===== config.mk =====
export PLATFORM = sky130hd
export DESIGN_NAME = ptb_time_base
export DESIGN_NICKNAME = d
export VERILOG_FILES = /design/src/include/ptb_pkg.sv /design/src/design/ptb_divider.sv /design/src/design/ptb_count_core.sv /design/src/design/ptb_time_base.sv
export SDC_FILE = /design/constraint.sdc
export NUM_CORES = 1
export LEC_CHECK = 0
export ABC_AREA = 1
export CAP_MARGIN = 20
export CORE_MARGIN = 2
export CORE_UTILIZATION = 49
export CTS_BUF_LIST = sky130_fd_sc_hd__clkbuf_8 sky130_fd_sc_hd__clkbuf_16
export CTS_CLUSTER_SIZE = 10
export DETAILED_ROUTE_END_ITERATION = 6
export DONT_BUFFER_PORTS = 1
export PLACE_DENSITY = 0.63
export SYNTH_ARGS = -nofsm -noshare
export SYNTH_HDL_FRONTEND = slang
export SYNTH_SLANG_ARGS = --single-unit

===== constraint.sdc =====
create_clock -name ref_clk -period 3.4 [get_ports ref_clk]
set_clock_uncertainty 0.1 [all_clocks]
set_input_delay 0.68 -clock ref_clk [delete_from_list [all_inputs] [get_ports ref_clk]]
set_output_delay 0.68 -clock ref_clk [all_outputs]
set_load 0.02 [all_outputs]

===== src/include/ptb_pkg.sv =====
// Package: register map, field positions, reset values and carriers for the PWM time base
package ptb_pkg;

  localparam logic [3:0] ADDR_TIMER_CONTROL_ZERO = 4'h0;
  localparam logic [3:0] ADDR_TIMER_CONTROL_ONE = 4'h1;
  localparam logic [3:0] ADDR_PWM_CONTROL_ZERO = 4'h2;
  localparam logic [3:0] ADDR_PWM_CONTROL_ONE = 4'h3;
  localparam logic [3:0] ADDR_COUNTER_LOW = 4'h4;
  localparam logic [3:0] ADDR_COUNTER_HIGH = 4'h5;
  localparam logic [3:0] ADDR_PERIOD_LOW = 4'h6;
  localparam logic [3:0] ADDR_PERIOD_HIGH = 4'h7;
  localparam logic [3:0] ADDR_EVENT_STATUS = 4'h8;

  localparam int TB_WIDTH = 12;
  localparam int ENABLE_BIT = 7;
  localparam int DIR_BIT = 6;
  localparam int SEV_DIR_BIT = 3;
  localparam int BUFFER_UPDATE_DISABLE_BIT = 1;
  localparam int OVERRIDE_SYNC_BIT = 0;
  localparam logic [7:0] PWM_CONTROL_ONE_MASK = 8'hFB;
  localparam logic [7:0] PWM_CONTROL_ZERO_MASK = 8'h7F;

  localparam logic [7:0] RESET_CONTROL = 8'h00;
  localparam logic [2:0] PIN_ENABLE_ALL = 3'h5;
  localparam logic [2:0] PIN_ENABLE_NONE = 3'h0;
  localparam logic [11:0] RESET_PERIOD = 12'h000;

  localparam logic [1:0] MODE_FREE = 2'h0;
  localparam logic [1:0] MODE_SINGLE = 2'h1;
  localparam logic [1:0] MODE_UPDOWN = 2'h2;
  localparam logic [1:0] MODE_DOUBLE = 2'h3;

  localparam int PRESCALE_WIDTH = 6;
  localparam int POSTSCALE_WIDTH = 4;

  typedef struct packed {
    logic [3:0] addr;
    logic [7:0] wdata;
    logic wr;
    logic rd;
  } ptb_bus_req_t;

  typedef struct packed {
    logic [3:0] pair_independent;
    logic [2:0] output_pin_enable_field;
    logic special_event_trigger;
    logic buffer_update_disable;
    logic override_sync;
    logic outputs_inactive;
    logic load_duty;
    logic [11:0] time_base_counter;
  } ptb_pwm_ctl_t;

endpackage : ptb_pkg


===== src/design/ptb_divider.sv =====
// Modulo event divider used for the prescaler and postscalers
`timescale 1ns/10ps
`default_nettype none
module ptb_divider #(
  parameter int WIDTH = 4
) (
  input wire logic ref_clk,
  input wire logic rst,
  input wire logic clear,
  input wire logic tick,
  input wire logic [WIDTH-1:0] ratio_m1,
  output logic fire
);
  typedef struct packed {
    logic [WIDTH-1:0] count;
  } ptb_div_state_t;

  ptb_div_state_t state_reg;
  ptb_div_state_t state_next;

  // Counts ticks, fires every ratio_m1+1 ticks
  always_comb begin
    state_next = state_reg;
    fire = 1'b0;
    if (clear) begin
      state_next.count = '0;
    end else if (tick) begin
      if (state_reg.count >= ratio_m1) begin
        state_next.count = '0;
        fire = 1'b1;
      end else begin
        state_next.count = state_reg.count + 1'b1;
      end
    end
  end

  always_ff @(posedge ref_clk) begin
    if (rst) begin
      state_reg <= '0;
    end else begin
      state_reg <= state_next;
    end
  end
endmodule : ptb_divider
`default_nettype wire


===== src/design/ptb_count_core.sv =====
// Twelve-bit time base counter with mode-dependent stepping
`timescale 1ns/10ps
`default_nettype none
module ptb_count_core #(
  parameter int WIDTH = 12
) (
  input wire logic ref_clk,
  input wire logic rst,
  input wire logic step,
  input wire logic [1:0] mode,
  input wire logic [WIDTH-1:0] period,
  input wire logic load,
  input wire logic [WIDTH-1:0] load_value,
  output logic [WIDTH-1:0] count,
  output logic down,
  output logic match,
  output logic wrap_zero,
  output logic turn_up
);
  typedef struct packed {
    logic [WIDTH-1:0] count;
    logic down;
  } ptb_core_state_t;

  ptb_core_state_t state_reg;
  ptb_core_state_t state_next;
  logic updown;

  assign count = state_reg.count;
  assign down = state_reg.down;
  assign updown = mode[1];

  always_comb begin
    state_next = state_reg;
    match = 1'b0;
    wrap_zero = 1'b0;
    turn_up = 1'b0;
    if (load) begin
      state_next.count = load_value;
    end else if (step) begin
      if (!updown) begin
        if (state_reg.count >= period) begin
          match = 1'b1;
          wrap_zero = 1'b1;
          state_next.count = '0;
        end else begin
          state_next.count = state_reg.count + 1'b1;
        end
      end else if (!state_reg.down) begin
        if (state_reg.count >= period) begin
          match = 1'b1;
          state_next.down = 1'b1;
          state_next.count = state_reg.count - 1'b1;
        end else begin
          state_next.count = state_reg.count + 1'b1;
        end
      end else begin
        if (state_reg.count <= {{(WIDTH-1){1'b0}}, 1'b1}) begin
          state_next.count = '0;
          state_next.down = 1'b0;
          turn_up = 1'b1;
        end else begin
          state_next.count = state_reg.count - 1'b1;
        end
      end
    end
    if (!updown) begin
      state_next.down = 1'b0;
    end
  end

  always_ff @(posedge ref_clk) begin
    if (rst) begin
      state_reg <= '0;
    end else begin
      state_reg <= state_next;
    end
  end
endmodule : ptb_count_core
`default_nettype wire


===== src/design/ptb_time_base.sv =====
// PWM time base: prescaler, counter, period buffer, postscaler, events and control registers
// Summary of operation
// Each pair mode bit: 1 independent pair, 0 complementary pair.
// Output pin enable field resets from a configuration input, not a constant.
// Special event postscale divides triggers 1:1 (0000) to 1:16 (1111).
// Special event direction set fires only counting down, clear only up; set only counts at the period, which the down count never reaches.
// Update disable blocks buffer to active transfers of duty and period.
// Override sync set makes override changes follow the time base.
// Free-running: count up to period, wrap to zero, keep counting.
// Single-shot: count up, on match wrap to zero and clear enable.
// Up/down modes: count up to period, then count down.
// Direction status reads 1 counting down, 0 up; writes ignored.
// Outputs held inactive for first half period after up/down enable.
// Prescaler 1:1, 1:4, 1:16, 1:64 by codes 00 to 11.
// Prescaler cleared by counter writes, control writes, reset; counter kept.
// Match events pass a 4-bit postscaler, cleared like the prescaler.
// Free-running: event each period match, rate cut by postscaler.
// Single-shot: event on match, postscaler ignored.
// Continuous up/down: event at zero turning up, postscaler applies.
// Double update: events at zero and at period match.
// Software clears enable before changing mode, then re-enables.
// Period is 12 bits, high nibble plus low byte, buffered separately.
// Period buffer loads at wrap, at zero in up/down, and while disabled.
// The counter is 12 bits with prescaler and postscaler stages.
// Enable runs the timer; clearing it stops but keeps the count.
// Each event pulse sets a sticky flag that software clears.
//
// Added by the designer: the register addresses and the plain strobed port.
`timescale 1ns/10ps
`default_nettype none
module ptb_time_base #(
  parameter int TB_WIDTH = ptb_pkg::TB_WIDTH
) (
  input wire logic ref_clk,
  input wire logic rst,
  input wire logic pin_enable_reset_config,
  input wire logic [3:0] bus_addr,
  input wire logic [7:0] bus_wdata,
  input wire logic bus_wr,
  input wire logic bus_rd,
  output logic [7:0] bus_rdata,
  output logic time_base_event,
  output logic special_event_trigger,
  output logic [3:0] pair_mode_bits,
  output logic [2:0] output_pin_enable_field,
  output logic buffer_update_disable,
  output logic override_sync,
  output logic outputs_inactive,
  output logic load_duty,
  output logic [TB_WIDTH-1:0] time_base_counter
);
  typedef struct packed {
    logic [7:0] timer_control_zero;
    logic time_base_enable;
    logic [7:0] pwm_control_zero;
    logic [7:0] pwm_control_one;
    logic [TB_WIDTH-1:0] period_buffer;
    logic [TB_WIDTH-1:0] period_value;
    logic [7:0] counter_high_latch;
    logic first_half;
    logic event_flag;
    logic [7:0] rdata;
    logic time_base_event;
    logic special_event_trigger;
    logic load_duty;
    logic strap_done;
  } ptb_state_t;

  ptb_state_t state_reg;
  ptb_state_t state_next;
  ptb_pkg::ptb_bus_req_t req;
  ptb_pkg::ptb_pwm_ctl_t ctl;

  logic [1:0] mode;
  logic [1:0] prescale_sel;
  logic [3:0] postscale_sel;
  logic [ptb_pkg::PRESCALE_WIDTH-1:0] prescale_m1;
  logic scaler_clear;
  logic step;
  logic core_load;
  logic [TB_WIDTH-1:0] core_load_value;
  logic [TB_WIDTH-1:0] count;
  logic down;
  logic match;
  logic wrap_zero;
  logic turn_up;
  logic post_tick;
  logic post_fire;
  logic sev_tick;
  logic sev_fire;
  logic raw_event;
  logic period_load;

  assign req.addr = bus_addr;
  assign req.wdata = bus_wdata;
  assign req.wr = bus_wr;
  assign req.rd = bus_rd;

  assign mode = state_reg.timer_control_zero[1:0];
  assign prescale_sel = state_reg.timer_control_zero[3:2];
  assign postscale_sel = state_reg.timer_control_zero[7:4];

  // Prescale ratio minus one per select code
  always_comb begin
    case (prescale_sel)
      2'h0: prescale_m1 = 6'h00;
      2'h1: prescale_m1 = 6'h03;
      2'h2: prescale_m1 = 6'h0F;
      2'h3: prescale_m1 = 6'h3F;
      default: prescale_m1 = 6'h00;
    endcase
  end

  // Write to counter or either timer control register clears the prescaler and the match postscaler
  assign scaler_clear = req.wr && (req.addr == ptb_pkg::ADDR_TIMER_CONTROL_ZERO ||
    req.addr == ptb_pkg::ADDR_TIMER_CONTROL_ONE || req.addr == ptb_pkg::ADDR_COUNTER_LOW ||
    req.addr == ptb_pkg::ADDR_COUNTER_HIGH);

  ptb_divider #(
    .WIDTH(ptb_pkg::PRESCALE_WIDTH)
  ) u_prescaler (
    .ref_clk(ref_clk),
    .rst(rst),
    .clear(scaler_clear),
    .tick(state_reg.time_base_enable),
    .ratio_m1(prescale_m1),
    .fire(step)
  );

  // Counter writes go through the high byte latch, low byte write loads all
  assign core_load = req.wr && req.addr == ptb_pkg::ADDR_COUNTER_LOW;
  assign core_load_value = {state_reg.counter_high_latch[TB_WIDTH-9:0], req.wdata};

  ptb_count_core #(
    .WIDTH(TB_WIDTH)
  ) u_core (
    .ref_clk(ref_clk),
    .rst(rst),
    .step(step),
    .mode(mode),
    .period(state_reg.period_value),
    .load(core_load),
    .load_value(core_load_value),
    .count(count),
    .down(down),
    .match(match),
    .wrap_zero(wrap_zero),
    .turn_up(turn_up)
  );

  // Match source for the postscaler depends on the mode
  always_comb begin
    post_tick = 1'b0;
    raw_event = 1'b0;
    case (mode)
      ptb_pkg::MODE_FREE: post_tick = match;
      ptb_pkg::MODE_SINGLE: raw_event = match;
      ptb_pkg::MODE_UPDOWN: post_tick = turn_up;
      ptb_pkg::MODE_DOUBLE: raw_event = turn_up || match;
      default: raw_event = 1'b0;
    endcase
  end

  ptb_divider #(
    .WIDTH(ptb_pkg::POSTSCALE_WIDTH)
  ) u_postscaler (
    .ref_clk(ref_clk),
    .rst(rst),
    .clear(scaler_clear),
    .tick(post_tick),
    .ratio_m1(postscale_sel),
    .fire(post_fire)
  );

  // Special event trigger counts steps in the chosen direction at the period match point
  assign sev_tick = step && (state_reg.pwm_control_one[ptb_pkg::SEV_DIR_BIT] ? down : !down);

  ptb_divider #(
    .WIDTH(ptb_pkg::POSTSCALE_WIDTH)
  ) u_sev_postscaler (
    .ref_clk(ref_clk),
    .rst(rst),
    .clear(1'b0),
    .tick(sev_tick && count == state_reg.period_value),
    .ratio_m1(state_reg.pwm_control_one[7:4]),
    .fire(sev_fire)
  );

  // Period and duty transfers, blocked by update disable
  assign period_load = !state_reg.pwm_control_one[ptb_pkg::BUFFER_UPDATE_DISABLE_BIT] &&
    (!state_reg.time_base_enable || wrap_zero || turn_up);

  always_comb begin
    state_next = state_reg;
    state_next.time_base_event = post_fire || raw_event;
    state_next.special_event_trigger = sev_fire;
    state_next.load_duty = period_load;
    state_next.rdata = 8'h00;
    if (period_load) begin
      state_next.period_value = state_reg.period_buffer;
    end
    if (mode == ptb_pkg::MODE_SINGLE && match) begin
      state_next.time_base_enable = 1'b0;
    end
    if (match) begin
      state_next.first_half = 1'b0;
    end
    // Strap taken once, on the first edge after reset
    if (!state_reg.strap_done) begin
      state_next.strap_done = 1'b1;
      state_next.pwm_control_zero[6:4] = pin_enable_reset_config ?
        ptb_pkg::PIN_ENABLE_ALL : ptb_pkg::PIN_ENABLE_NONE;
    end
    if (req.wr) begin
      case (req.addr)
        ptb_pkg::ADDR_TIMER_CONTROL_ZERO: state_next.timer_control_zero = req.wdata;
        ptb_pkg::ADDR_TIMER_CONTROL_ONE: begin
          state_next.time_base_enable = req.wdata[ptb_pkg::ENABLE_BIT];
          if (req.wdata[ptb_pkg::ENABLE_BIT] && !state_reg.time_base_enable) begin
            state_next.first_half = mode[1];
          end
        end
        ptb_pkg::ADDR_PWM_CONTROL_ZERO: state_next.pwm_control_zero = req.wdata & ptb_pkg::PWM_CONTROL_ZERO_MASK;
        ptb_pkg::ADDR_PWM_CONTROL_ONE: state_next.pwm_control_one = req.wdata & ptb_pkg::PWM_CONTROL_ONE_MASK;
        ptb_pkg::ADDR_COUNTER_HIGH: state_next.counter_high_latch = req.wdata;
        ptb_pkg::ADDR_PERIOD_LOW: state_next.period_buffer[7:0] = req.wdata;
        ptb_pkg::ADDR_PERIOD_HIGH: state_next.period_buffer[TB_WIDTH-1:8] = req.wdata[TB_WIDTH-9:0];
        ptb_pkg::ADDR_EVENT_STATUS: begin
          if (req.wdata[0]) begin
            state_next.event_flag = 1'b0;
          end
        end
        default: state_next.event_flag = state_next.event_flag;
      endcase
    end
    // Hardware set of the sticky flag wins over a clear
    if (state_reg.time_base_event) begin
      state_next.event_flag = 1'b1;
    end
    if (req.rd) begin
      case (req.addr)
        ptb_pkg::ADDR_TIMER_CONTROL_ZERO: state_next.rdata = state_reg.timer_control_zero;
        ptb_pkg::ADDR_TIMER_CONTROL_ONE: state_next.rdata = {state_reg.time_base_enable, down, 6'h00};
        ptb_pkg::ADDR_PWM_CONTROL_ZERO: state_next.rdata = state_reg.pwm_control_zero;
        ptb_pkg::ADDR_PWM_CONTROL_ONE: state_next.rdata = state_reg.pwm_control_one;
        ptb_pkg::ADDR_COUNTER_LOW: state_next.rdata = count[7:0];
        ptb_pkg::ADDR_COUNTER_HIGH: state_next.rdata = {4'h0, count[TB_WIDTH-1:8]};
        ptb_pkg::ADDR_PERIOD_LOW: state_next.rdata = state_reg.period_buffer[7:0];
        ptb_pkg::ADDR_PERIOD_HIGH: state_next.rdata = {4'h0, state_reg.period_buffer[TB_WIDTH-1:8]};
        ptb_pkg::ADDR_EVENT_STATUS: state_next.rdata = {7'h00, state_reg.event_flag};
        default: state_next.rdata = 8'h00;
      endcase
    end
  end

  always_ff @(posedge ref_clk) begin
    if (rst) begin
      state_reg <= '0;
      state_reg.period_value <= ptb_pkg::RESET_PERIOD;
    end else begin
      state_reg <= state_next;
    end
  end

  // Output carrier, all fields from flip-flops
  always_comb begin
    ctl.pair_independent = state_reg.pwm_control_zero[3:0];
    ctl.output_pin_enable_field = state_reg.pwm_control_zero[6:4];
    ctl.special_event_trigger = state_reg.special_event_trigger;
    ctl.buffer_update_disable = state_reg.pwm_control_one[ptb_pkg::BUFFER_UPDATE_DISABLE_BIT];
    ctl.override_sync = state_reg.pwm_control_one[ptb_pkg::OVERRIDE_SYNC_BIT];
    ctl.outputs_inactive = state_reg.first_half;
    ctl.load_duty = state_reg.load_duty;
    ctl.time_base_counter = count;
  end

  assign bus_rdata = state_reg.rdata;
  assign time_base_event = state_reg.time_base_event;
  assign special_event_trigger = ctl.special_event_trigger;
  assign pair_mode_bits = ctl.pair_independent;
  assign output_pin_enable_field = ctl.output_pin_enable_field;
  assign buffer_update_disable = ctl.buffer_update_disable;
  assign override_sync = ctl.override_sync;
  assign outputs_inactive = ctl.outputs_inactive;
  assign load_duty = ctl.load_duty;
  assign time_base_counter = ctl.time_base_counter;
endmodule : ptb_time_base
`default_nettype wire


Yosys cells after proc, flatten, opt, wreduce, memory -nomap -nowiden
Index checks and enable logic that the tools add are counted.
{"block": "classes", "n_addsub": 5, "n_lt_le_gt_ge": 5, "n_eq_ne": 15, "muxes": 54, "n_bitwise": 4, "n_reduce_logical": 36}
{"operator": "$pmux W8 S9", "count": 1}
{"operator": "$mux W12", "count": 5}
{"operator": "$mux W1", "count": 32}
{"operator": "$mux W29", "count": 1}
{"operator": "$mux W13", "count": 2}
{"operator": "$pmux W6 S4", "count": 1}
{"operator": "$eq A4 B3 Y1 const B", "count": 4}
{"operator": "$mux W8", "count": 2}
{"operator": "$add A12 B1 Y12 const B", "count": 1}
{"operator": "$eq A12 B12 Y1", "count": 1}
{"operator": "$ge A12 B12 Y1", "count": 1}
{"operator": "$le A12 B1 Y1 const B", "count": 1}
{"operator": "$mux W4", "count": 3}
{"operator": "$reduce_and A2 Y1", "count": 6}
{"operator": "$sub A12 B1 Y12 const B", "count": 1}
{"operator": "$add A4 B1 Y4 const B", "count": 2}
{"operator": "$eq A2 B2 Y1 const B", "count": 4}
{"operator": "$eq A4 B2 Y1 const B", "count": 2}
{"operator": "$ge A4 B4 Y1", "count": 2}
{"operator": "$reduce_bool A2 Y1", "count": 4}
{"operator": "$reduce_or A2 Y1", "count": 4}
{"operator": "$logic_and A1 B1 Y1", "count": 7}
{"operator": "$logic_or A1 B1 Y1", "count": 7}
{"operator": "$mux W7", "count": 1}
{"operator": "14 further kinds", "count": 24}
{"block": "word_totals", "regBits": 96}

Logic depth before layout (Yosys ltp)
Gate-level depths: netlist of the first run.
{"block": "depth", "depth_word": 13, "mapped_depth": 17, "ltp_nobuf": 15}

Modules after synthesis
A second synthesis of the first run with hierarchy kept.
{"block": "hier_totals", "cells_unflattened": 848, "hier_area_um2": 5701.7}
{"module": "ptb_time_base", "n_inst": 1, "cells_each": 450, "area_each_um2": 3078.0}
{"module": "ptb_count_core", "n_inst": 1, "cells_each": 264, "area_each_um2": 1610.3}
{"module": "ptb_divider at u_postscaler ...", "n_inst": 2, "cells_each": 37, "area_each_um2": 279.0}
{"module": "ptb_divider at u_prescaler", "n_inst": 1, "cells_each": 60, "area_each_um2": 455.4}

Worst setup path before layout of the first run
Ideal clock, no wire load.
{"block": "synth_path", "path_kind": "register to register", "from": "register u_core.state_reg, in the netlist u_core.count[0]", "to": "register state_reg[26] in the netlist's numbering", "setup_ns": 0.115, "arrival_ns": 1.948, "slack_ns": 1.237, "path_stages_with_launch": 15, "path_buffers": 1, "synth_period_minus_slack_ns": 2.163, "cell_sequence": "dfxtp_1 inv_1 ha_1 nand2_1 nor2_1 nand3_2 nand2_2 nor2_4 nand2_2 nand3_1 nand2_4 buf_12 nand3_2 nand2_1 nor2_1"}
{"block": "synth_between", "elab_chain_len": 8}
{"item": "start, declared", "line_no": "ptb_count_core.sv:25", "rtl": "ptb_core_state_t state_reg;"}
{"item": "start signal, assigned", "line_no": "ptb_count_core.sv:76", "rtl": "state_reg <= state_next;"}
{"item": "$le A12 B1 Y1 / $ge A12 B12 Y1 (equally long branches)", "line_no": "ptb_count_core.sv:58, ptb_count_core.sv:42"}
{"item": "$mux W1 (on tied branches)", "line_no": "ptb_count_core.sv:58, ptb_count_core.sv:42"}
{"item": "$mux W1 (on tied branches)", "line_no": "ptb_count_core.sv:49, ptb_count_core.sv:41"}
{"item": "$mux W1 (on tied branches)", "line_no": "ptb_count_core.sv:41, ptb_count_core.sv:40"}
{"item": "$mux W1 (on tied branches)", "line_no": "ptb_count_core.sv:40, ptb_count_core.sv:38"}
{"item": "$mux W1 / $logic_or A1 B1 Y1 (equally long branches)", "line_no": "ptb_count_core.sv:38, ptb_time_base.sv:191"}
{"item": "$logic_or A1 B1 Y1 *", "line_no": "ptb_time_base.sv:191", "rtl": "(!state_reg.time_base_enable || wrap_zero || turn_up);"}
{"item": "$logic_and A1 B1 Y1 *", "line_no": "ptb_time_base.sv:190", "rtl": "assign period_load = !state_reg.pwm_control_one[ptb_pkg::BUFFER_UPDATE_DISABLE_BIT] &&"}
{"item": "end signal, assigned", "line_no": "ptb_time_base.sv:261", "rtl": "state_reg <= state_next;"}
{"item": "end, declared", "line_no": "ptb_time_base.sv:69", "rtl": "ptb_state_t state_reg;"}
Mark *: on every way between the ends. The rest lies on a longest branch, timed or not.
A chain may end at the register's enable or synchronous reset.

Worst setup path in the final report of the first run
{"block": "layout_path", "from": "register u_core.state_reg, in the netlist u_core.count[0]", "to": "register state_reg[23] in the netlist's numbering"}
The elaborated chain is that of the path after synthesis.

==> results of run 1 <==
## metal layers
metal	up-vias	wire length, um	GRT usage
met2	194	7255	0.4029
met5	-	0	0
met1	2351	6982	0.3568
li1	2523	-	-
met3	29	1500	0.07545
met4	0	328	0.08667
## metrics by stage
step	total power, uW	cell area (um^2)	worst slack, ps	cells	util
6_report	2350	5847	859.6	905	0.5324
3_3_place_gp	1381	5563	1001	890	0.5065
2_1_floorplan	1341	5588	1237	778	-
4_1_cts	2360	5847	889.9	905	0.5324
5_1_grt	2441	5847	662.9	905	0.5324
3_5_place_dp	1387	5563	898.5	890	0.5065
## cells in the mapped netlist (15+ instances only)
master	n
sky130_fd_sc_hd__a21oi_1	75
sky130_fd_sc_hd__buf_4	18
sky130_fd_sc_hd__dfxtp_1	92
sky130_fd_sc_hd__ha_1	32
sky130_fd_sc_hd__inv_1	102
sky130_fd_sc_hd__nand2_1	131
sky130_fd_sc_hd__nand3_1	38
sky130_fd_sc_hd__nand4_1	18
sky130_fd_sc_hd__nor2_1	73
sky130_fd_sc_hd__o21ai_0	55
sky130_fd_sc_hd__o22ai_1	15
sky130_fd_sc_hd__xor2_1	16
## cells by family after synthesis
kind of cell | count (synthesis) | share of synthesized area
XOR/XNOR | 19 | 0.02978
adder cells (fa/ha/maj) | 32 | 0.07165
flip-flops | 92 | 0.3296
AND/OR/NAND/NOR | 314 | 0.2743
buffers and inverters | 148 | 0.1218
AO/OA/AOI/OAI | 173 | 0.1729
## worst reg2reg max path, stage by stage, from the launching register on
cell and delay, ps:
sky130_fd_sc_hd__dfxtp_1 600, sky130_fd_sc_hd__inv_1 190, sky130_fd_sc_hd__ha_1 320, sky130_fd_sc_hd__nand2_1 40, sky130_fd_sc_hd__nor2_1 110, sky130_fd_sc_hd__nand3_2 130
sky130_fd_sc_hd__nand2_2 100, sky130_fd_sc_hd__nor2_4 40, sky130_fd_sc_hd__nand2_2 110, sky130_fd_sc_hd__nand3_1 130, sky130_fd_sc_hd__nand2_4 300, sky130_fd_sc_hd__nand3_1 120
sky130_fd_sc_hd__nand2_1 100, sky130_fd_sc_hd__nor2_1 40
## area by class of cell
type / count / share of cell area
Tap cell: 140 / 0.02996
Inverter: 112 / 0.07190
Clock inverter: 4 / 0.005350
Sequential cell: 92 / 0.3150
Multi-Input combinational cell: 538 / 0.5243
Clock buffer: 11 / 0.04323
Timing Repair Buffer: 8 / 0.01027
## power breakdown
part | switching [uW] | internal, uW
Combinational | 172 | 74.4
Sequential | 22.8 | 1100
Clock | 447 | 537
## path summary, 6_finish.rpt
path,cells past startpoint,to,slack [ps]
hold reg to reg,2,core_load_value[9]$_SDFFE_PP0P_,350
setup reg to reg,13,state_reg[23]$_SDFFE_PP0P_,860
hold / removal,1,time_base_event$_SDFF_PP0_,290
setup / recovery,13,state_reg[23]$_SDFFE_PP0P_,860
==> results.rst, run 1 <==
.. list-table::
   :header-rows: 1

   * - Metric
     - Value
   * - Net Count, Synth
     - 827
   * - P_leak
     - 0.002429 uW
   * - Category of the worst setup path capture point
     - register
   * - Remaining Overflow, GRT
     - 0
   * - Final max-slew violation count
     - 0
   * - Most frequently used flop master after synthesis
     - sky130_fd_sc_hd__dfxtp_1
   * - Crit path from
     - u_core.count[0]$_SDFFE_PP0P_
   * - Worst supply voltage drop on vdd
     - 0.2979 mV
   * - Post-synth top area cell
     - sky130_fd_sc_hd__dfxtp_1
   * - CTS tree
     - built
   * - Fill cell count
     - 1,096
   * - Setup repair after global routing missed its margin
     - no
   * - Number of iterations in the first detailed-routing pass
     - 4
   * - Number of nets still failing antenna checks after routing
     - 0
   * - Clock slew seen by the registers of the worst setup and hold paths
     - 70 ps
   * - Initial core utilization
     - 0.5088
   * - Number of synthesized register bits
     - 92
   * - Worst-margin pin slew
     - 911.0 ps
   * - Largest delay contributor family on the critical path
     - simple AND/OR/NAND/NOR gates
   * - Worst-case hold slack
     - 287.2 ps
   * - Class of the most critical hold timing path
     - in -> reg
   * - Slowest Stage Delay on Critical Path
     - 600 ps
   * - Worst-case clock buffer depth
     - 2
   * - Mapped Cells
     - 778
   * - Share of the synthesized area in the top cell type
     - 0.3296
   * - Startpoint class of the critical path
     - register
   * - Required time at the endpoint of the critical path
     - 3540 ps
   * - Normalized max-slew margin
     - 0.3889
   * - Crit path buf inv count
     - 1
   * - Post-cts gate resize count
     - 0
   * - Final routed wire length divided by cell count
     - 17.75 um
   * - DIE WIDTH
     - 110.8 um
   * - Sequential cell area
     - 1842 um^2
   * - Share of post-route cells with drive strength above 1
     - 0.1020
   * - Global-route wire length before repair
     - 25,370 um
   * - Post-DP HPWL
     - 12,050 um
   * - Leading cell type in the layout, fill and taps excluded
     - sky130_fd_sc_hd__nand2_1
   * - DRC violation total after the first TritonRoute iteration
     - 326
   * - Critical path type
     - reg -> reg
   * - Fin nets
     - 810
   * - Area of the multi-input gates
     - 3065 um^2
   * - Number of max-cap violations
     - 0
   * - Setup TNS
     - 0 ps
   * - CTS sink cnt
     - 92
   * - Most frequent cells in the layout
     - 131 x sky130_fd_sc_hd__nand2_1, 102 x sky130_fd_sc_hd__inv_1, 92 x sky130_fd_sc_hd__dfxtp_1, 75 x sky130_fd_sc_hd__a21oi_1, 73 x sky130_fd_sc_hd__nor2_1
   * - Detailed Route WL
     - 16,070 um
   * - Number of antenna violations at the first check in global routing
     - 0
   * - Number of I/O port buffers
     - 0
   * - Via count of the first global-routing pass
     - 4,667
   * - Top post-synthesis cells by area
     - sky130_fd_sc_hd__dfxtp_1 33%, sky130_fd_sc_hd__nand2_1 8.8%, sky130_fd_sc_hd__ha_1 7.2%
   * - Crit path arrival time
     - 2680 ps
   * - Layout Area Growth over Synthesis
     - 4.635%
   * - Die extent in y
     - 110.8 um
   * - Final setup vio count
     - 0
   * - Max stage delay cell, worst path
     - sky130_fd_sc_hd__dfxtp_1
   * - Netlist Area Pre-Place
     - 5588 um^2
   * - Hold Startpoint
     - rst
   * - Share of async-settable or async-resettable flops after synthesis
     - 0
   * - Max FO, Critical Path
     - 25
   * - Ports placed on the boundary
     - 50
   * - Total global-route track usage
     - 0.2630
   * - Total power divided by cell area
     - 401.9 nW/um^2
   * - Post-CTS Setup Bufs
     - 0
   * - Outcome
     - completed
   * - Hold Vio Cnt, Final
     - 0
   * - Global placer's final weighted congestion
     - 0.9845
   * - Number of enable-type register cells in the synthesized netlist
     - 0
   * - Worst R2R Start
     - u_core.count[0]$_SDFFE_PP0P_
   * - Worst skew pair latency
     - 350 ps
   * - Mean Syn Cell Area
     - 7.182 um^2
   * - Part of the Yosys area used for sequential elements
     - 0.3296
   * - Highest clock rate
     - 0.3936 GHz
   * - Core area
     - 10,980 um^2
   * - TritonCTS buffer count
     - 9
   * - Number of core rows
     - 38
   * - Min Tclk post-route
     - 2540 ps
   * - Flip-flop count of the largest register, all copies and words added
     - 32
   * - DRC violations left
     - 0
   * - H-tree depth
     - 3
   * - Number of distinct standard cells referenced by the synthesized netlist
     - 44
   * - Number of warnings reported in the yosys synthesis log
     - 0
   * - Library cell used as clock root buffer
     - sky130_fd_sc_hd__clkbuf_16
   * - Via total after detailed routing
     - 5,097
   * - Critical Path, Cell by Cell
     - inv_1 > ha_1 > nand2_1 > nor2_1 > nand3_2 > nand2_2 > nor2_4 > nand2_2 > nand3_1 > nand2_4 > nand3_1 > nand2_1 > nor2_1
   * - Number of diodes added for antenna fixing
     - 0
   * - Vias per Instance
     - 5.632
   * - Share of the clock period used by the worst path
     - 0.7472
   * - Count of hold buffers inserted by post-cts repair
     - 0
   * - Total Die Area
     - 12,270 um^2
   * - Maximum number of pins on one net before global-route repair
     - 57
No activity file was read; power rests on OpenSTA's default activity.
==> inputs of run 2 (changes only) <==
- ABC_AREA: 1 -> 0
- clock period: 3.4 -> 2.5 ns (I/O delays scaled with it)
==> results.rst, run 2 <==
.. list-table::
   :header-rows: 1

   * - Metric
     - Value
   * - Flip-flop count of the largest register, all copies and words added
     - 32 (unchanged)
   * - H-tree depth
     - 3 (unchanged)
   * - Number of diodes added for antenna fixing
     - 0 (unchanged)
   * - Int Pwr
     - 2295 uW (was 1709 uW)
   * - Gate power share
     - 0.138 (was 0.105)
   * - Setup repair after global routing missed its margin
     - yes (was no)
   * - Post-synth top area cell
     - sky130_fd_sc_hd__dfxtp_1 (unchanged)
   * - Fill cell count
     - 918 (was 1,096)
   * - Critical path type
     - reg -> reg (unchanged)
   * - Worst-case hold slack
     - 84.69 ps (was 287.2 ps)
   * - Net Count, Synth
     - 708 (was 827)
   * - Initial core utilization
     - 0.5036 (was 0.5088)
   * - Top post-synthesis cells by area
     - sky130_fd_sc_hd__dfxtp_1 34%, sky130_fd_sc_hd__ha_1 7.3%, sky130_fd_sc_hd__mux2i_1 6.4% (was sky130_fd_sc_hd__dfxtp_1 33%, sky130_fd_sc_hd__nand2_1 8.8%, sky130_fd_sc_hd__ha_1 7.2%)
   * - Part of the Yosys area used for sequential elements
     - 0.3359 (was 0.3296)
   * - Die extent in y
     - 109.8 um (was 110.8 um)
   * - Post-DP HPWL
     - 12,120 um (was 12,050 um)
   * - Final routed wire length divided by cell count
     - 20.76 um (was 17.75 um)
   * - Share of async-settable or async-resettable flops after synthesis
     - 0 (unchanged)
   * - Ports placed on the boundary
     - 50 (unchanged)
   * - Failing checks
     - setup timing
   * - Netlist Area Pre-Place
     - 5483 um^2 (was 5588 um^2)
   * - Final setup vio count
     - 9 (was 0)
   * - Worst skew pair latency
     - 380 ps (was 350 ps)
   * - Number of synthesized register bits
     - 92 (unchanged)
   * - Number of nets still failing antenna checks after routing
     - 0 (unchanged)
   * - Worst-margin pin slew
     - 573.3 ps (was 911.0 ps)
   * - Maximum number of pins on one net before global-route repair
     - 72 (was 57)
   * - DIE WIDTH
     - 109.8 um (was 110.8 um)
   * - Number of enable-type register cells in the synthesized netlist
     - 0 (unchanged)
   * - Post-place setup slack
     - -142.8 ps (was 898.5 ps)
   * - Most frequently used flop master after synthesis
     - sky130_fd_sc_hd__dfxtp_1 (unchanged)
   * - Share of post-route cells with drive strength above 1
     - 0.3041 (was 0.1020)
   * - Share of the clock period used by the worst path
     - 1.022 (was 0.7472)
   * - Worst supply voltage drop on vdd
     - 0.3484 mV (was 0.2979 mV)
   * - Clock slew seen by the registers of the worst setup and hold paths
     - 100 ps (was 70 ps)
   * - Remaining Overflow, GRT
     - 0 (unchanged)
   * - Min Tclk post-route
     - 2555 ps (was 2540 ps)
   * - TritonCTS buffer count
     - 9 (unchanged)
   * - Most frequent cells in the layout
     - 78 x sky130_fd_sc_hd__dfxtp_1, 71 x sky130_fd_sc_hd__nor2_1, 68 x sky130_fd_sc_hd__buf_4, 49 x sky130_fd_sc_hd__nand2_1, 43 x sky130_fd_sc_hd__a21oi_1 (was 131 x sky130_fd_sc_hd__nand2_1, 102 x sky130_fd_sc_hd__inv_1, 92 x sky130_fd_sc_hd__dfxtp_1, 75 x sky130_fd_sc_hd__a21oi_1, 73 x sky130_fd_sc_hd__nor2_1)
   * - Outcome
     - complete, but fails checks (was completed)
   * - Mean Syn Cell Area
     - 8.320 um^2 (was 7.182 um^2)
   * - Library cell used as clock root buffer
     - sky130_fd_sc_hd__clkbuf_8 (was sky130_fd_sc_hd__clkbuf_16)
   * - Worst-case clock buffer depth
     - 2 (unchanged)
   * - Number of antenna violations at the first check in global routing
     - 0 (unchanged)
   * - Total Die Area
     - 12,050 um^2 (was 12,270 um^2)
   * - Clock share of power
     - 0.381 (was 0.419)
   * - Number of iterations in the first detailed-routing pass
     - 5 (was 4)
   * - Global-route wire length before repair
     - 25,980 um (was 25,370 um)
   * - Most frequent cells after synthesis
     - 92 x sky130_fd_sc_hd__dfxtp_1, 72 x sky130_fd_sc_hd__nor2_1, 52 x sky130_fd_sc_hd__nand2_1, 51 x sky130_fd_sc_hd__a21oi_1, 35 x sky130_fd_sc_hd__mux2i_1 (was 131 x sky130_fd_sc_hd__nand2_1, 102 x sky130_fd_sc_hd__inv_1, 92 x sky130_fd_sc_hd__dfxtp_1, 75 x sky130_fd_sc_hd__a21oi_1, 73 x sky130_fd_sc_hd__nor2_1)
   * - Number of warnings reported in the yosys synthesis log
     - 0 (unchanged)
   * - Number of max-cap violations
     - 0 (unchanged)
   * - Normalized max-slew margin
     - 0.6164 (was 0.3889)
   * - Via count of the first global-routing pass
     - 4,835 (was 4,667)
   * - Layout Area Growth over Synthesis
     - 26.47% (was 4.635%)
   * - Category of the worst setup path capture point
     - register (unchanged)
   * - P_sw
     - 833.3 uW (was 641.2 uW)
   * - Final max-slew violation count
     - 0 (unchanged)
   * - P_leak
     - 0.002572 uW (was 0.002429 uW)
   * - DRC violation total after the first TritonRoute iteration
     - 493 (was 326)
   * - Total global-route track usage
     - 0.2872 (was 0.2630)
   * - Mapped Cells
     - 659 (was 778)
   * - Global placer's final weighted congestion
     - 0.9860 (was 0.9845)
   * - Vias per Instance
     - 6.227 (was 5.632)
   * - Count of hold buffers inserted by post-cts repair
     - 0 (unchanged)
   * - Switching part of the total power
     - 0.2664 (was 0.2728)
   * - Leading cell type in the layout, fill and taps excluded
     - sky130_fd_sc_hd__dfxtp_1 (was sky130_fd_sc_hd__nand2_1)
   * - Share of the synthesized area in the top cell type
     - 0.3359 (was 0.3296)
   * - Number of I/O port buffers
     - 0 (unchanged)
   * - Final WS setup
     - -54.64 ps (was 859.6 ps)
   * - Fin nets
     - 751 (was 810)
   * - Hold Vio Cnt, Final
     - 0 (unchanged)
   * - Core area
     - 10,890 um^2 (was 10,980 um^2)
   * - Number of core rows
     - 38 (unchanged)
   * - Startpoint class of the critical path
     - register (unchanged)
   * - Class of the most critical hold timing path
     - in -> reg (unchanged)
   * - CTS sink cnt
     - 92 (unchanged)
   * - Total power divided by cell area
     - 451.1 nW/um^2 (was 401.9 nW/um^2)
   * - Max FO, Critical Path
     - 5 (was 25)
   * - Cell with the most instances after synthesis
     - sky130_fd_sc_hd__dfxtp_1 (was sky130_fd_sc_hd__nand2_1)
   * - DRC violations left
     - 0 (unchanged)
   * - Number of distinct standard cells referenced by the synthesized netlist
     - 73 (was 44)
   * - Detailed Route WL
     - 17,580 um (was 16,070 um)
   * - Required time at the endpoint of the critical path
     - 2700 ps (was 3540 ps)
   * - Highest clock rate
     - 0.3914 GHz (was 0.3936 GHz)
   * - CTS tree
     - built (unchanged)
   * - Crit path arrival time
     - 2760 ps (was 2680 ps)
   * - Setup TNS
     - -206.6 ps (was 0 ps)
   * - Part of the power in registers
     - 0.481 (was 0.477)
   * - Via total after detailed routing
     - 5,274 (was 5,097)
[run 2: cell types whose count changed in the layout (fill, tap and decap cells not counted), moves of 14 or more]
| cell | before | now |
|---|---|---|
| sky130_fd_sc_hd__mux2i_1 | 0 | 35 |
| sky130_fd_sc_hd__nand3_1 | 38 | 22 |
| sky130_fd_sc_hd__a21oi_1 | 75 | 43 |
| sky130_fd_sc_hd__nand2_1 | 131 | 49 |
| sky130_fd_sc_hd__buf_4 | 8 | 68 |
| sky130_fd_sc_hd__o21ai_0 | 55 | 21 |
| sky130_fd_sc_hd__dfxtp_2 | 0 | 14 |
| sky130_fd_sc_hd__dfxtp_1 | 92 | 78 |
| sky130_fd_sc_hd__inv_1 | 102 | 27 |
[run 2: final timing paths]
kind                                            startpoint  slack (ps)                           end  depth (start not counted)
worst max-delay path            state_reg[28]$_SDFFE_PP0P_         -50    state_reg[26]$_SDFFE_PP0P_                         11
worst min-delay path                                   rst          80  u_core.count[0]$_SDFFE_PP0P_                          1
worst max register to register  state_reg[28]$_SDFFE_PP0P_         -50    state_reg[26]$_SDFFE_PP0P_                         11
worst min register to register  state_reg[25]$_SDFFE_PP0P_         380    state_reg[25]$_SDFFE_PP0P_                          2
[run 2: area by class of cell]
type                    instances  area (um^2)  area share
inverters                      32        125.1     0.01804
flip-flops and latches         92         1859      0.2681
clock buffers                  10        137.6     0.01985
well taps                     140        175.2     0.02526
multi-input cells             480         3766      0.5431
clock inverters                 6        93.84     0.01353
repair buffers                 87        777.0      0.1121
[run 2: repair_timing]
| action | 4_1_cts | 5_1_grt |
|---|---|---|
| gates cloned | 0 | 2 |
| endpoints found under the setup margin | 20 | 34 |
| pin swaps | 2 | 27 |
| gates resized for setup | 15 | 109 |
| setup buffers | 5 | 16 |
[run 2: cell families (layout without fill, tap and decap cells)]
kind of cell             count (synthesis)  count (layout)  synth area share
AND/OR/NAND/NOR                        239             239            0.2227
AO/OA/AOI/OAI                          158             158            0.1972
multiplexers                            41              41           0.08238
XOR/XNOR                                10              10           0.01598
buffers and inverters                   87             135           0.07280
flip-flops                              92              92            0.3359
adder cells (fa/ha/maj)                 32              32           0.07303
[run 2: routing by layer]
metal	track usage	share of wire
met1	0.3898	0.42
met3	0.07706	0.091
met5	0	0
met4	0.1103	0.033
met2	0.4334	0.45
[run 2: through the flow]
step	total power [uW]	util	cells	instance area (um^2)
floorplan	1764	-	659	5504
finish	3128	0.6369	847	6934
global placement	1852	0.5438	810	5921
detailed placement	1856	0.5438	810	5921
global route	3229	0.6369	847	6934
CTS	3028	0.5752	831	6262
[run 2: power groups by stage]
stage	combinational [uW]	clock [uW]	sequential [uW]
6_report	432	1190	1510
4_1_cts	334	1190	1500
5_1_grt	457	1260	1510
3_5_place_dp	318	0	1540
3_3_place_gp	315	0	1540
2_1_floorplan	233	0	1530
[run 2: critical path, cell delays in order (launching register included)]
cell and delay, ps:
sky130_fd_sc_hd__dfxtp_2 360, sky130_fd_sc_hd__inv_2 50, sky130_fd_sc_hd__ha_4 260, sky130_fd_sc_hd__and3_4 220, sky130_fd_sc_hd__nand2_4 60, sky130_fd_sc_hd__o21a_4 220
sky130_fd_sc_hd__o211ai_4 210, sky130_fd_sc_hd__a41oi_4 170, sky130_fd_sc_hd__buf_12 180, sky130_fd_sc_hd__buf_8 120, sky130_fd_sc_hd__or3b_4 370, sky130_fd_sc_hd__a21oi_2 150
